==> config.mk <==
export PLATFORM = sky130hd
export DESIGN_NAME = remote_upgrade_shift_interface
export DESIGN_NICKNAME = d
export VERILOG_FILES = /design/src/inc/upgrade_pkg.sv /design/src/verilog/remote_upgrade_shift_interface.sv
export SDC_FILE = /design/constraint.sdc
export NUM_CORES = 1
export LEC_CHECK = 0
export ABC_AREA = 0
export BUFFER_PORTS_ARGS = -buffer_cell sky130_fd_sc_hd__buf_2
export CAP_MARGIN = 20
export CORE_ASPECT_RATIO = 1.1
export CORE_UTILIZATION = 55
export CTS_CLUSTER_DIAMETER = 150
export DETAILED_ROUTE_END_ITERATION = 6
export GPL_ROUTABILITY_DRIVEN = 0
export HOLD_SLACK_MARGIN = 0.02
export PLACE_DENSITY = 0.75
export SLEW_MARGIN = 40
export SYNTH_ARGS = -nofsm -noshare
export SYNTH_HDL_FRONTEND = slang
export SYNTH_SLANG_ARGS = --single-unit
==> constraint.sdc <==
create_clock -name clk_sys_i -period 2.59 [get_ports clk_sys_i]
set_input_delay 0.259 -clock clk_sys_i [delete_from_list [all_inputs] [get_ports clk_sys_i]]
set_output_delay 0.259 -clock clk_sys_i [all_outputs]
set_load 0.05 [all_outputs]
==> src/inc/upgrade_pkg.sv <==
/*
 Shared constants for the remote upgrade shift interface: register widths,
 reset values, timing counts and the control-register field layout.
 Assumes a 10 MHz system clock.
*/
package upgrade_pkg;
   localparam int CTRL_W = 16;
   localparam int STAT_W = 4;
   localparam int SHIFT_W = CTRL_W + STAT_W;
   localparam int CTRL_PAGE_LSB = 0;
   localparam int CTRL_PAGE_W = 7;
   localparam int CTRL_APP_BIT = 7;
   localparam int CTRL_WDOG_LSB = 8;
   localparam int CTRL_WDOG_W = 8;
   localparam int STAT_CORE_BIT = 0;
   localparam int STAT_WDOG_BIT = 1;
   localparam logic [CTRL_W-1:0] CTRL_RST = 16'h0000;
   localparam logic [CTRL_W-1:0] CTRL_LOCAL_APP = 16'h0081;
   localparam logic [CTRL_PAGE_W-1:0] FACTORY_PAGE = 7'h00;
   localparam int FIFO_DEPTH = 32;
   localparam int WDOG_UNIT_NS = 3200;
   localparam int CLK_NS = 100;
   localparam int WDOG_UNIT_CYC = (WDOG_UNIT_NS + CLK_NS - 1) / CLK_NS;
   localparam int WDOG_CNT_W = 24;
   localparam int RECONF_HOLD_CYC = 1;
endpackage

==> src/verilog/remote_upgrade_shift_interface.sv <==
/*
 Remote upgrade shift port and its reconfiguration control, with a FIFO
 that carries serial-out bits to the user side.
 Assumes user logic drives all link inputs asynchronously to clk_sys_i;
 the shift clock is sampled and only its rising edges act.
*/
`timescale 1ns/100ps
// Function
// [RQ1] A falling edge of watchdog_reload_n reloads the watchdog with its start count.
// [RQ2] Driving reconfig_request_n low starts a reconfiguration cycle.
// [RQ3] In remote mode a request from the factory image loads the application page of the control register.
// [RQ4] In remote mode a request from an application image loads the factory image.
// [RQ5] In local mode every request loads the application image.
// [RQ6] The shift and update registers act only on rising shift clock edges.
// [RQ7] With shift select high the shift register shifts left each rising edge.
// [RQ8] With both selects low the update register loads from the shift register; the code loads it only in remote mode while the factory image runs.
// [RQ9] With shift low and capture high the shift register captures status plus control or update.
// [RQ10] The capture select is ignored while shift select is high.
// [RQ11] In local mode a low capture select does nothing and the update register is never written.
// [RQ12] Serial input enters the shift register on rising edges while shift select is high.
// [RQ13] The serial output shows shift register data, new each rising edge.
// [RQ14] The port lets status, control and update contents be read and the update register written.
// [RQ15] When the reconfiguration request returns high the update register is copied into control; code does so only in remote mode from the factory image.
// [RQ16] Watchdog reload is honoured only for an application image in remote mode.
// [RQ17] User logic keeps selects stable around edges and completes shifts before update or reconfig.

// ============================================================
// FIFO
module upgrade_bit_fifo #(
   parameter int WIDTH = 1,
   parameter int DEPTH = 32
) (
   input wire logic clk_sys_i,
   input wire logic rst_n_i,
   input wire logic ce_i,
   // Fill side
   input wire logic [WIDTH-1:0] in_data_i,
   input wire logic in_valid_i,
   output logic in_ready_o,
   // Drain side
   output logic [WIDTH-1:0] out_data_o,
   output logic out_valid_o,
   input wire logic out_ready_i
);
   localparam int AW = $clog2(DEPTH);
   logic [WIDTH-1:0] mem [DEPTH];
   logic [AW-1:0] wr_ptr;
   logic [AW-1:0] rd_ptr;
   logic [AW:0] count;
   wire push = in_valid_i && (count != (AW+1)'(DEPTH));
   wire pop = out_ready_i && (count != '0);
   assign in_ready_o = (count != (AW+1)'(DEPTH));
   assign out_valid_o = (count != '0);
   assign out_data_o = mem[rd_ptr];
   always_ff @(posedge clk_sys_i) begin
      if (ce_i && push) begin
         mem[wr_ptr] <= in_data_i;
      end
   end
   always_ff @(posedge clk_sys_i or negedge rst_n_i) begin
      if (!rst_n_i) begin
         wr_ptr <= '0;
         rd_ptr <= '0;
         count <= '0;
      end else if (ce_i) begin
         if (push) wr_ptr <= AW'((wr_ptr + 1'b1) % DEPTH);
         if (pop) rd_ptr <= AW'((rd_ptr + 1'b1) % DEPTH);
         count <= count + (AW+1)'(push) - (AW+1)'(pop);
      end
   end
endmodule // upgrade_bit_fifo

// ============================================================
// Top
module remote_upgrade_shift_interface
   import upgrade_pkg::*;
#(
   parameter int WDOG_UNIT = upgrade_pkg::WDOG_UNIT_CYC
) (
   // System
   input wire logic clk_sys_i,
   input wire logic rst_n_i,
   input wire logic ce_i,
   // Mode straps
   input wire logic remote_mode_i,
   // User logic link
   input wire logic upgrade_shift_clock_i,
   input wire logic shift_or_load_select_i,
   input wire logic capture_or_update_select_i,
   input wire logic upgrade_serial_in_i,
   input wire logic watchdog_reload_n_i,
   input wire logic reconfig_request_n_i,
   output logic upgrade_serial_out_o,
   // Serial-out bit stream
   output logic dout_bit_o,
   output logic dout_valid_o,
   input wire logic dout_ready_i,
   // Configuration side
   output logic reconfig_start_o,
   output logic [upgrade_pkg::CTRL_PAGE_W-1:0] load_page_o,
   output logic app_image_o,
   output logic [upgrade_pkg::CTRL_W-1:0] control_o,
   output logic watchdog_timeout_o
);
   import upgrade_pkg::*;

   typedef enum logic [1:0] {
      ST_RUN = 2'b00,
      ST_REQ = 2'b01,
      ST_LOAD = 2'b10
   } cfg_state_e;

   // ============================================================
   // Input synchronisers
   localparam int NSYNC = 6;
   logic [NSYNC-1:0] sync1;
   logic [NSYNC-1:0] sync2;
   logic [NSYNC-1:0] prev;
   wire [NSYNC-1:0] raw_in = {reconfig_request_n_i, watchdog_reload_n_i, upgrade_serial_in_i,
                              capture_or_update_select_i, shift_or_load_select_i, upgrade_shift_clock_i};
   always_ff @(posedge clk_sys_i or negedge rst_n_i) begin
      if (!rst_n_i) begin
         sync1 <= 6'h30;
         sync2 <= 6'h30;
         prev <= 6'h30;
      end else if (ce_i) begin
         sync1 <= raw_in;
         sync2 <= sync1;
         prev <= sync2;
      end
   end
   // Selects and data are sampled one system cycle before the shift clock edge, so they must be stable
   wire sclk_rise = sync2[0] && !prev[0]; // RQ6
   wire sel_shift = prev[1];
   wire sel_capt = prev[2];
   wire din = prev[3];
   wire reload_fall = !sync2[4] && prev[4]; // RQ1
   wire req_fall = !sync2[5] && prev[5]; // RQ2
   wire req_rise = sync2[5] && !prev[5]; // RQ15

   // ============================================================
   // Shift, update and control registers
   logic [SHIFT_W-1:0] shift_reg;
   logic [CTRL_W-1:0] update_reg;
   logic [CTRL_W-1:0] control;
   logic [STAT_W-1:0] status;
   logic app_image;
   logic remote_mode;
   logic strap_taken;
   wire do_shift = sclk_rise && sel_shift; // RQ7 RQ10 RQ12
   wire do_capture = sclk_rise && !sel_shift && sel_capt; // RQ9
   wire do_update = sclk_rise && !sel_shift && !sel_capt && remote_mode && !app_image; // RQ8 RQ11
   wire [CTRL_W-1:0] capt_word = app_image ? control : update_reg; // RQ9 RQ14
   wire [SHIFT_W-1:0] next_shift = do_shift ? {shift_reg[SHIFT_W-2:0], din} :
                                   do_capture ? {status, capt_word} : shift_reg;
   always_ff @(posedge clk_sys_i or negedge rst_n_i) begin
      if (!rst_n_i) begin
         shift_reg <= '0;
         update_reg <= CTRL_RST;
      end else if (ce_i) begin
         shift_reg <= next_shift; // RQ7 RQ9 RQ12
         if (do_update) update_reg <= shift_reg[CTRL_W-1:0]; // RQ8
      end
   end
   always_ff @(posedge clk_sys_i or negedge rst_n_i) begin
      if (!rst_n_i) begin
         upgrade_serial_out_o <= 1'b0;
      end else if (ce_i) begin
         upgrade_serial_out_o <= next_shift[SHIFT_W-1]; // RQ13
      end
   end

   // ============================================================
   // FIFO of serial-out bits, one per rising shift clock edge
   logic fifo_in_ready;
   logic fifo_bit;
   logic fifo_valid;
   upgrade_bit_fifo #(.WIDTH(1), .DEPTH(FIFO_DEPTH)) u_fifo (
      .clk_sys_i(clk_sys_i),
      .rst_n_i(rst_n_i),
      .ce_i(ce_i),
      .in_data_i(next_shift[SHIFT_W-1]),
      .in_valid_i(sclk_rise),
      .in_ready_o(fifo_in_ready),
      .out_data_o(fifo_bit),
      .out_valid_o(fifo_valid),
      .out_ready_i(dout_ready_i && !dout_valid_o)
   );
   // Bits arriving while full are dropped: the shift clock cannot be stalled
   always_ff @(posedge clk_sys_i or negedge rst_n_i) begin
      if (!rst_n_i) begin
         dout_bit_o <= 1'b0;
         dout_valid_o <= 1'b0;
      end else if (ce_i) begin
         if (dout_valid_o && dout_ready_i) begin
            dout_valid_o <= 1'b0;
         end else if (!dout_valid_o && fifo_valid && dout_ready_i) begin
            dout_bit_o <= fifo_bit;
            dout_valid_o <= 1'b1;
         end
      end
   end

   // ============================================================
   // Reconfiguration control
   cfg_state_e state;
   logic [WDOG_CNT_W-1:0] wdog_cnt;
   logic [$clog2(WDOG_UNIT+1)-1:0] unit_cnt;
   wire wdog_on = remote_mode && app_image && (state == ST_RUN); // RQ16
   wire wdog_expire = wdog_on && (wdog_cnt == '0) && (unit_cnt == '0);
   wire [WDOG_CNT_W-1:0] wdog_init = WDOG_CNT_W'({control[CTRL_WDOG_LSB +: CTRL_WDOG_W], 12'h000});
   wire [CTRL_W-1:0] req_ctrl = !remote_mode ? CTRL_LOCAL_APP : // RQ5
                                app_image ? CTRL_RST : update_reg; // RQ3 RQ4
   always_ff @(posedge clk_sys_i or negedge rst_n_i) begin
      if (!rst_n_i) begin
         remote_mode <= 1'b0;
         strap_taken <= 1'b0;
      end else if (ce_i && !strap_taken) begin
         remote_mode <= remote_mode_i;
         strap_taken <= 1'b1;
      end
   end
   always_ff @(posedge clk_sys_i or negedge rst_n_i) begin
      if (!rst_n_i) begin
         state <= ST_RUN;
         control <= CTRL_RST;
         status <= '0;
         app_image <= 1'b0;
         reconfig_start_o <= 1'b0;
         watchdog_timeout_o <= 1'b0;
      end else if (ce_i) begin
         reconfig_start_o <= 1'b0;
         watchdog_timeout_o <= 1'b0;
         case (state)
            ST_RUN: begin
               if (wdog_expire) begin
                  control <= CTRL_RST;
                  status <= STAT_W'(1) << STAT_WDOG_BIT;
                  watchdog_timeout_o <= 1'b1;
                  state <= ST_LOAD;
               end else if (req_fall) begin
                  state <= ST_REQ; // RQ2
               end
            end
            ST_REQ: begin
               if (req_rise) begin
                  control <= req_ctrl; // RQ15 RQ3 RQ4 RQ5
                  status <= STAT_W'(1) << STAT_CORE_BIT;
                  state <= ST_LOAD;
               end
            end
            ST_LOAD: begin
               reconfig_start_o <= 1'b1; // RQ2
               app_image <= control[CTRL_APP_BIT];
               state <= ST_RUN;
            end
            default: state <= ST_RUN;
         endcase
      end
   end
   always_ff @(posedge clk_sys_i or negedge rst_n_i) begin
      if (!rst_n_i) begin
         wdog_cnt <= '0;
         unit_cnt <= '0;
      end else if (ce_i) begin
         if (!wdog_on || reload_fall) begin
            wdog_cnt <= wdog_init; // RQ1 RQ16
            unit_cnt <= ($clog2(WDOG_UNIT+1))'(WDOG_UNIT - 1);
         end else if (unit_cnt != '0) begin
            unit_cnt <= unit_cnt - 1'b1;
         end else if (wdog_cnt != '0) begin
            wdog_cnt <= wdog_cnt - 1'b1;
            unit_cnt <= ($clog2(WDOG_UNIT+1))'(WDOG_UNIT - 1);
         end
      end
   end
   always_ff @(posedge clk_sys_i or negedge rst_n_i) begin
      if (!rst_n_i) begin
         load_page_o <= FACTORY_PAGE;
         app_image_o <= 1'b0;
         control_o <= CTRL_RST;
      end else if (ce_i) begin
         load_page_o <= control[CTRL_PAGE_LSB +: CTRL_PAGE_W];
         app_image_o <= app_image;
         control_o <= control;
      end
   end
endmodule // remote_upgrade_shift_interface

==> results of run 1 <==
[report_power, final]
group	internal (mW)	total, mW	leakage (nW)	switching, mW
clock	1.49	2.61	0.298	1.11
combinational	1.06	2.35	1.76	1.28
sequential	3.25	3.66	2.15	0.412
[stage by stage]
stage / TNS, ns / setup WS [ns] / power (mW)
finish: 0 / 0.06286 / 8.615
floorplan: 0 / 0.06176 / 5.227
global route: -0.07118 / -0.07118 / 9.048
CTS: 0 / 0.006557 / 8.521
detailed placement: -0.1497 / -0.1267 / 5.838
global placement: 0 / 0.06824 / 5.716
[final timing paths]
path                                         startpoint                           end
setup / recovery            u_fifo.count[3]$_DFFE_PN0P_   u_fifo.count[4]$_DFFE_PN0P_
hold / removal                   shift_or_load_select_i          sync1[1]$_DFFE_PN0P_
setup reg to reg            u_fifo.count[3]$_DFFE_PN0P_   u_fifo.count[4]$_DFFE_PN0P_
hold reg to reg            u_fifo.rd_ptr[4]$_DFFE_PN0P_  u_fifo.rd_ptr[4]$_DFFE_PN0P_
max in group asynchronous                       rst_n_i          sync2[4]$_DFFE_PN1P_
min in group asynchronous                       rst_n_i       wdog_cnt[8]$_DFFE_PN0P_
[worst register-to-register path, stage by stage, from the launching register on]
cell	delay (ns)
dfrtp_1	0.39
inv_2	0.07
ha_4	0.16
nor3b_4	0.15
a21oi_2	0.16
ha_2	0.28
inv_1	0.06
ha_2	0.17
inv_1	0.05
fa_2	0.35
inv_1	0.06
a21oi_1	0.05
o21bai_1	0.18
xnor2_1	0.15
mux2i_1	0.09
[layer usage]
metal / global-route usage [%] / vias to the layer above
li1: - / 2733
met1: 29.67 / 2975
met2: 40.32 / 159
met3: 4.253 / 25
met4: 10.13 / 0
met5: 0 / -
[logic make-up (layout without fill, tap and decap cells)]
kind of cell	count (synthesis)	after routing	share of synthesized area, %
AOI/OAI and AO/OA	149	149	12.25
DFF	176	176	55.05
buffers and inverters	76	136	3.826
and+or+nand+nor	212	212	12.94
xor gates and xnor gates	12	12	1.265
adders and majority gates	17	17	2.651
muxes	82	82	12.02
[placed cells by master (no fill, tap or decap), types with 10 or more instances in the layout]
cell type  synthesis  layout
or4_1             13      12
ha_1              16      13
nand3_1           13      13
dfrtp_1          138     137
o21ai_0           37      37
mux2_2            52      52
a22o_1            30      30
a21oi_1           24      22
nor2_1            57      57
buf_2              4      38
nor3_1            17      17
mux2i_1           21      21
xnor2_1           10      10
buf_4              7      33
inv_1             28      26
edfxtp_1          32      32
clkbuf_16          0      17
nand2_1           52      52
[area by class of cell]
cell class,count,area (um2),share of cell area [%]
Timing Repair Buffer,76,519.2,5.450
Clock buffer,20,456.7,4.793
Clock inverter,12,146.4,1.536
Tap cell,192,240.2,2.521
Sequential cell,176,4573,48.00
Inverter,28,105.1,1.103
Multi-Input combinational cell,472,3487,36.60
[what timing repair did]
action / CTS / global route
endpoints found under the setup margin: 2 / 6
cloned: 0 / 0
hold buffers: 1 / 0
pin swaps: 2 / 8
hold endpoints to repair: 60 / 0
gates resized for setup: 8 / 12
buffers inserted: 0 / 4
==> results.py, run 1 <==
metrics = {
    "timing": {
        "clock_skew_ns": 0.01067,
        "max_slew.worst_pin.slew_ns": 0.7969,
        "fmax_mhz": 395.7,
        "finalHoldViolCount": 0,
        "setup_viol": 0,
        "fin_crit_ns": 2.527,
        "holdWs_ns": 0.05442,
        "relSlewSlack_pct": 46.75,
        "slew_viol_final": 0,
        "timing.final.crit_share_pct": 97.57,
    },
    "critical_path": {
        "cp_slowest_cell": "dfrtp_1",
        "path_depth": 14,
        "crit_path_max_fanout": 3,
        "cp_num_buf_inv": 4,
        "startpoint_type": "flip-flop",
        "crit_family": "adder cells",
        "regToRegSetupSlack_ns": 0.06,
        "crit_type": "flip-flop to flip-flop",
        "worstPathCellList": "inv_2, ha_4, nor3b_4, a21oi_2, ha_2, inv_1, ha_2, inv_1, fa_2, inv_1, a21oi_1, o21bai_1, xnor2_1, mux2i_1",
        "crit_arrival_ns": 2.83,
        "end_kind": "flip-flop",
        "worstPathRequired_ns": 2.89,
        "reg2regPathDepth": 14,
        "critical-path-max-stage-delay_ns": 0.39,
        "cpMostUsedCell": "inv_1",
    },
    "clock_network": {
        "path_clk_slew_ns": 0.06,
        "htreeDepth": 4,
        "clkSinkCount": 176,
        "cts_buffers": 17,
        "cts_buffer_depth": 2,
        "clk-insertion-delay-late_ns": 0.44,
        "cts_tree": "done",
        "root_buffer": "clkbuf_16",
    },
    "pwr": {
        "p_leak_nw": 4.212,
        "peakVddDrop_v": 0.0007392,
        "power.density_nw_per_um2": 904.2,
    },
    "global_route": {
        "grt.total_usage_pct": 23.56,
        "grt-ovfl-total": 0,
        "grt_pass1_vias": 5889,
        "grt_pass1_wl_um": 28790,
        "grt_max_degree": 79,
        "antenna_found_initial": 0,
    },
    "yosys": {
        "syn_nets": 752,
        "ys_async_sr_fraction_pct": 81.82,
        "yosys_most_used_dff": "dfrtp_1",
        "ys_seq_elements": 176,
        "synth_area_um2": 8305,
        "synth-edff-count": 32,
        "synth_area_leaders": "dfrtp_1 (42%), edfxtp_1 (12%), mux2_2 (7.1%)",
        "ys_types": 66,
        "synth_seq_area_share_pct": 55.05,
        "ys_top_cells_by_count": "dfrtp_1 (138), nor2_1 (57), mux2_2 (52), nand2_1 (52), o21ai_0 (37)",
        "yosys.area.top_type": "dfrtp_1",
        "synth_top_area_share_pct": 41.58,
        "synth.most_common_cell": "dfrtp_1",
        "synth_cells": 724,
        "syn_area_per_cell_um2": 11.47,
        "synth_warnings": 0,
    },
    "drt": {
        "highest_layer": "met4",
        "first_iter_violations": 391,
        "met3_wirelength_um": 703,
        "viasPerCell": 6.037,
        "num_vias": 5892,
        "wl_met2_um": 8840,
        "dr.pass1.iters": 4,
        "finalWirelength_um": 17370,
        "wire_per_inst_um": 17.80,
        "ant_nets": 0,
        "route.detailed.drc": 0,
        "met1Wirelength_um": 7522,
    },
    "die": {
        "pin_count": 40,
        "dieHeight_um": 130.9,
        "num_rows": 46,
        "die_w_um": 119.2,
        "coreArea_um2": 14560,
        "start_util_pct": 57.04,
        "die_area_um2": 15600,
    },
    "final_layout": {
        "drive_gt1_share_pct": 25.26,
        "largest_register_ffs": 32,
        "final_cells": 976,
        "final_nets": 799,
        "antenna_cells": 0,
        "fin_util_pct": 65.43,
        "area_growth_pct": 14.72,
        "nFillCells": 1097,
        "final_cell_area_um2": 9528,
    },
    "place": {
        "port_buffers": 39,
        "hpwl_um": 11160,
        "dpl_cell_area_um2": 8812,
        "dpl.cell_count": 939,
    },
    "hold_path": {
        "hold_class": "input pin to flip-flop",
        "hold_depth": 2,
    },
    "outcome": {
        "outcome": "complete, no violations",
    },
    "run": {
        "max_cap_viol_count": 0,
    },
}
No activity file was read; power rests on OpenSTA's default activity.
==> run 2: changes to the inputs <==
--- a/config.mk
+++ b/config.mk
@@ -18,4 +18,5 @@
 export SLEW_MARGIN = 40
 export SYNTH_ARGS = -nofsm -noshare
 export SYNTH_HDL_FRONTEND = slang
+export SYNTH_HIERARCHICAL = 1
 export SYNTH_SLANG_ARGS = --single-unit
==> results.py, run 2 <==
metrics = {
    "critical_path": {
        "crit_path_max_fanout": 2,
        "crit_type": "flip-flop to flip-flop",
        "regToRegSetupSlack_ns": 0.05,
        "worstPathCellList": "inv_2, ha_4, nand4bb_1, and2_1, ha_1, inv_2, ha_4, fa_2, a21o_1, a21oi_2, xor2_1, mux2i_1",
        "reg2regPathDepth": 12,
        "r2r_start": "u_fifo/count[2]$_DFFE_PN0P_",
        "worstPathRequired_ns": 2.88,
        "rr_endpoint": "u_fifo/count[4]$_DFFE_PN0P_",
        "end_kind": "flip-flop",
        "startpoint_type": "flip-flop",
        "cp_slowest_cell": "dfrtp_1",
        "critical-path-max-stage-delay_ns": 0.39,
        "crit_family": "adder cells",
        "cp_num_buf_inv": 2,
        "crit_arrival_ns": 2.83,
    },
    "final_layout": {
        "final_nets": 815,
        "layout_common_cells": "dfrtp_1 (138), mux2_2 (71), nand2_1 (64)",
        "largest_register_ffs": 32,
        "final_common_cell": "dfrtp_1",
        "drive_gt1_share_pct": 29.04,
        "antenna_cells": 0,
        "area_growth_pct": 14.86,
    },
    "pwr": {
        "p_sw_mw": 3.277,
        "p_comb_share_pct": 30.1,
        "p_int_mw": 6.631,
        "p_clk_share_pct": 29.5,
        "peakVddDrop_v": 0.0009028,
        "power.density_nw_per_um2": 1015,
        "p_leak_nw": 4.282,
        "p_sw_share_pct": 33.07,
        "p_seq_share_pct": 40.4,
    },
    "yosys": {
        "synth_xor_area_share_pct": 1.133,
        "synth_cells": 736,
        "yosys_most_used_dff": "dfrtp_1",
        "syn_nets": 764,
        "ys_types": 79,
        "ys_async_sr_fraction_pct": 81.82,
        "synth.area.mux_share_pct": 12.08,
        "synth-compound-area-share_pct": 12.77,
        "synth_seq_area_share_pct": 53.77,
        "ys_top_cells_by_count": "dfrtp_1 (138), mux2_2 (71), nand2_1 (64)",
        "ys_seq_elements": 176,
        "synth_top_area_share_pct": 40.62,
        "synth_top_family_by_area": "simple AND/OR/NAND/NOR gates",
        "syn_area_per_cell_um2": 11.55,
        "synth_area_um2": 8502,
        "synth-edff-count": 32,
        "synth.most_common_cell": "dfrtp_1",
        "synth_area_leaders": "dfrtp_1 (41%), edfxtp_1 (11%), mux2_2 (9.4%)",
        "synthAdderAreaFrac_pct": 2.590,
        "yosys.area_share.simple_pct": 13.41,
        "yosys.area.top_type": "dfrtp_1",
        "synth_warnings": 6,
    },
    "timing": {
        "timing.final.crit_share_pct": 98.05,
        "clock_skew_ns": 0.01080,
        "grt_setup_unrepaired": "yes",
        "fin_crit_ns": 2.539,
        "relSlewSlack_pct": 45.54,
        "slew_viol_final": 0,
        "fmax_mhz": 393.8,
        "max_slew.worst_pin.slew_ns": 0.8149,
        "holdWs_ns": 0.05375,
        "setup_viol": 0,
        "tns_ns": 0,
        "finalHoldViolCount": 0,
        "setup_ws_ns": 0.05061,
    },
    "drt": {
        "finalWirelength_um": 18280,
        "dr.pass1.iters": 5,
        "first_iter_violations": 431,
        "wire_per_inst_um": 18.37,
        "num_vias": 6041,
        "ant_nets": 0,
        "viasPerCell": 6.071,
        "route.detailed.drc": 0,
    },
    "clock_network": {
        "root_buffer": "clkbuf_16",
        "cts_buffers": 17,
        "path_clk_slew_ns": 0.06,
        "cts_tree": "done",
        "cts_buffer_depth": 2,
        "htreeDepth": 4,
        "clk-insertion-delay-late_ns": 0.44,
        "clkSinkCount": 176,
    },
    "hold_path": {
        "hold_class": "input pin to flip-flop",
        "hp-start": "watchdog_reload_n_i",
        "hold_depth": 2,
        "hold_end": "sync1[4]$_DFFE_PN1P_",
    },
    "place": {
        "hpwl_um": 11770,
        "port_buffers": 39,
        "dp_slack_ns": -0.1114,
    },
    "run": {
        "max_cap_viol_count": 0,
    },
    "die": {
        "num_rows": 47,
        "pin_count": 40,
        "die_area_um2": 15960,
        "dieHeight_um": 132.4,
        "start_util_pct": 56.47,
        "coreArea_um2": 15050,
        "die_w_um": 120.5,
    },
    "global_route": {
        "grt_pass1_vias": 6014,
        "grt.total_usage_pct": 24.31,
        "grt_pass1_wl_um": 30170,
        "antenna_found_initial": 0,
        "grt-ovfl-total": 0,
        "grt_max_degree": 55,
    },
    "outcome": {
        "outcome": "complete, no violations",
    },
}
run 2: cell types whose count changed after synthesis, sizes merged, moves of 10 or more:
cell / previous run / this run
mux2: 52 / 71
a22oi: 5 / 22
a22o: 30 / 16
nand2: 52 / 66
nor2: 57 / 43
o21ai: 39 / 49
run 2: worst max-delay path by stage:
stage,from,endpoint,slack [ns],cells after the start
5_1_grt,u_fifo/count[2]$_DFFE_PN0P_,u_fifo/count[4]$_DFFE_PN0P_,-0.03,12
3_3_place_gp,u_fifo/count[3]$_DFFE_PN0P_,u_fifo/count[4]$_DFFE_PN0P_,0.05,12
3_5_place_dp,u_fifo/count[2]$_DFFE_PN0P_,u_fifo/count[4]$_DFFE_PN0P_,-0.11,12
2_1_floorplan,dout_valid_o$_DFFE_PN0P_,u_fifo/count[4]$_DFFE_PN0P_,0.13,10
6_report,u_fifo/count[2]$_DFFE_PN0P_,u_fifo/count[4]$_DFFE_PN0P_,0.05,12
4_1_cts,u_fifo/count[3]$_DFFE_PN0P_,u_fifo/count[4]$_DFFE_PN0P_,0.01,12
run 2: logic make-up after synthesis:
logic type      after synthesis
buf+inv                      76
simple gates                214
flops                       176
fa+ha+maj                    17
mux                          88
compound gates              154
xor+xnor                     11
run 2: final cells by class:
type | count | area (um2)
multi-input cells | 484 | 3640
repair buffers | 81 | 531.8
clock inverters | 10 | 205.2
clock buffers | 21 | 470.5
well taps | 196 | 245.2
fillers | 1138 | 5289
inverters | 27 | 101.3
flip-flops and latches | 176 | 4572
run 2: stage by stage:
stage	utilization, %	area, um2	power, mW	instances
finish	64.87	9766	9.908	995
global route	64.87	9766	10.40	995
CTS	64.30	9681	9.790	990
detailed placement	59.54	8964	6.770	956
global placement	59.54	8964	6.611	956
floorplan	-	8502	6.056	736
run 2: power groups by stage:
| stage | Sequential, mW | Combinational (mW) | Clock, mW |
|---|---|---|---|
| 2_1_floorplan | 4.04 | 2.01 | 0 |
| 3_3_place_gp | 3.98 | 2.63 | 0 |
| 3_5_place_dp | 4.02 | 2.75 | 0 |
| 4_1_cts | 3.98 | 2.85 | 2.96 |
| 5_1_grt | 4.08 | 3.25 | 3.06 |
| 6_report | 4.00 | 2.98 | 2.92 |
run 2: repair_timing:
| item | in CTS | in global routing |
|---|---|---|
| buffers inserted | 2 | 5 |
| pin swaps | 3 | 10 |
| resized for setup | 8 | 8 |
| endpoints found under the hold margin | 45 | 0 |
| hold buffers | 1 | 0 |
| endpoints found under the setup margin | 2 | 6 |
run 2: worst reg2reg max path: stages, from the launching register on:
cell       delay [ns]
dfrtp_1          0.39
inv_2            0.09
ha_4             0.15
nand4bb_1        0.12
and2_1           0.16
ha_1             0.29
inv_2            0.05
ha_4             0.16
fa_2             0.37
a21o_1           0.19
a21oi_2          0.13
xor2_1           0.18
mux2i_1          0.12
run 2: layer usage:
layer / vias to the layer above / share of wire [%] / global-route usage, %
li1: 2782 / - / -
met1: 3051 / 42 / 31.48
met2: 176 / 51 / 40.33
met3: 32 / 4.6 / 4.844
met4: 0 / 2.0 / 9.328
met5: - / 0 / 0
==> run 3: changes to the inputs <==
--- a/config.mk
+++ b/config.mk
@@ -6,7 +6,7 @@
 export NUM_CORES = 1
 export LEC_CHECK = 0
 export ABC_AREA = 0
-export BUFFER_PORTS_ARGS = -buffer_cell sky130_fd_sc_hd__buf_2
+export BUFFER_PORTS_ARGS = -buffer_cell sky130_fd_sc_hd__clkbuf_2
 export CAP_MARGIN = 20
 export CORE_ASPECT_RATIO = 1.1
 export CORE_UTILIZATION = 55
==> results.py, run 3 (synthesis results as in run 2) <==
metrics = {
    "run": {
        "max_cap_viol_count": 0,
    },
    "critical_path": {
        "worstPathRequired_ns": 2.91,
        "startpoint_type": "flip-flop",
        "cp_slowest_cell": "or4_4",
        "crit_type": "flip-flop to flip-flop",
        "critical-path-max-stage-delay_ns": 0.60,
        "worstPathCellList": "or4_1, or4_4, nor4_4, a21oi_2, a22o_2",
        "crit_path_max_fanout": 15,
        "crit_arrival_ns": 2.84,
        "end_kind": "flip-flop",
    },
    "die": {
        "die_area_um2": 15960,
        "start_util_pct": 56.47,
        "coreArea_um2": 15050,
        "num_rows": 47,
        "die_w_um": 120.5,
        "dieHeight_um": 132.4,
        "pin_count": 40,
    },
    "timing": {
        "max_slew.worst_pin.slew_ns": 0.7330,
        "timing.final.crit_share_pct": 97.12,
        "slew_viol_final": 0,
        "fin_crit_ns": 2.515,
        "setup_viol": 0,
        "finalHoldViolCount": 0,
        "relSlewSlack_pct": 51.13,
        "fmax_mhz": 397.6,
        "clock_skew_ns": 0.01025,
        "holdWs_ns": 0.06321,
        "grt_setup_unrepaired": "yes",
    },
    "final_layout": {
        "antenna_cells": 0,
        "layout_common_cells": "dfrtp_1 (138), mux2_2 (71), nand2_1 (64)",
        "regArea_um2": 4572,
        "largest_register_ffs": 32,
        "drive_gt1_share_pct": 28.46,
        "area_growth_pct": 12.70,
        "final_cell_area_um2": 9582,
        "final_cells": 990,
        "nFillCells": 1167,
        "final_common_cell": "dfrtp_1",
        "multiInputGateArea_um2": 3605,
        "final_nets": 809,
    },
    "clock_network": {
        "cts_buffer_depth": 2,
        "htreeDepth": 4,
        "cts_buffers": 17,
        "root_buffer": "clkbuf_16",
        "clkSinkCount": 176,
        "path_clk_slew_ns": 0.06,
        "clk-insertion-delay-late_ns": 0.44,
        "cts_tree": "done",
    },
    "drt": {
        "num_vias": 6003,
        "route.detailed.drc": 0,
        "viasPerCell": 6.064,
        "finalWirelength_um": 18020,
        "dr.pass1.iters": 5,
        "ant_nets": 0,
        "wire_per_inst_um": 18.21,
        "first_iter_violations": 385,
    },
    "global_route": {
        "grt-ovfl-total": 0,
        "grt_pass1_vias": 6039,
        "grt_pass1_wl_um": 29620,
        "antenna_found_initial": 0,
        "grt_max_degree": 77,
        "grt.total_usage_pct": 23.75,
    },
    "outcome": {
        "outcome": "complete, no violations",
    },
    "place": {
        "dpl_cell_area_um2": 8926,
        "hpwl_um": 11610,
        "port_buffers": 39,
        "dpl.cell_count": 951,
    },
    "hold_path": {
        "hold_class": "input pin to flip-flop",
    },
    "pwr": {
        "p_leak_nw": 4.172,
        "power.density_nw_per_um2": 972.8,
        "peakVddDrop_v": 0.0006257,
    },
}
[run 3: worst paths after layout]
kind	startpoint	end	slack [ns]	cells after the start
worst max-delay path	wdog_cnt[21]$_DFFE_PN0P_	control[15]$_DFFE_PN0P_	0.07	5
worst min register to register	status[1]$_DFFE_PN0P_	status[1]$_DFFE_PN0P_	0.48	2
max in group asynchronous	rst_n_i	control_o[12]$_DFFE_PN0P_	1.30	3
min in group asynchronous	rst_n_i	u_fifo/rd_ptr[4]$_DFFE_PN0P_	0.44	2
worst max register to register	wdog_cnt[21]$_DFFE_PN0P_	control[15]$_DFFE_PN0P_	0.07	5
worst min-delay path	upgrade_shift_clock_i	sync1[0]$_DFFE_PN0P_	0.06	2
[run 3: metal layers]
metal  track usage (%)  vias up  part of all wire, %  wire [um]
met1             30.03     3038                   43       7663
li1                  -     2770                    -          -
met5                 0        -                    0          0
met4             7.682        0                  1.6        283
met3             5.234       27                  5.2        942
met2             40.49      168                   51       9134
[run 3: final cells by class]
type | instances | area share [%]
tap | 196 | 2.559
sequential | 176 | 47.71
inverter | 27 | 1.058
clock inverter | 9 | 0.7574
multi-input combinational | 484 | 37.62
clock buffer | 23 | 5.210
timing repair buffer | 75 | 5.080
[run 3: where the power goes]
part | leakage (nW) | total (mW) | switching [mW] | internal, mW
Combinational | 1.76 | 2.86 | 1.63 | 1.23
Sequential | 2.14 | 4.00 | 0.549 | 3.45
Clock | 0.272 | 2.46 | 1.09 | 1.37
Total | 4.17 | 9.32 | 3.26 | 6.06
[run 3: metrics by stage]
stage	setup TNS [ns]	utilization [%]	setup slack [ns]	power, mW
2_1_floorplan	0	-	0.1309	6.056
3_3_place_gp	0	59.29	0.05578	6.593
3_5_place_dp	-0.1482	59.29	-0.07924	6.754
4_1_cts	0	63.23	0.02527	9.263
5_1_grt	-0.07867	63.65	-0.02307	9.772
6_report	0	63.65	0.07466	9.321
[run 3: critical path, delay by kind of cell (launching register included)]
family / cells / cell delay (ns)
AOI/OAI and AO/OA: 2 / 0.55
DFF: 1 / 0.40
and+or+nand+nor: 3 / 1.46
[run 3: timing repair]
action,CTS,global route
hold buffers,1,0
setup buffers,0,6
gates resized for setup,4,9
setup endpoints to repair,2,10
cloned,0,0
pin swaps,2,6
endpoints found under the hold margin,71,0
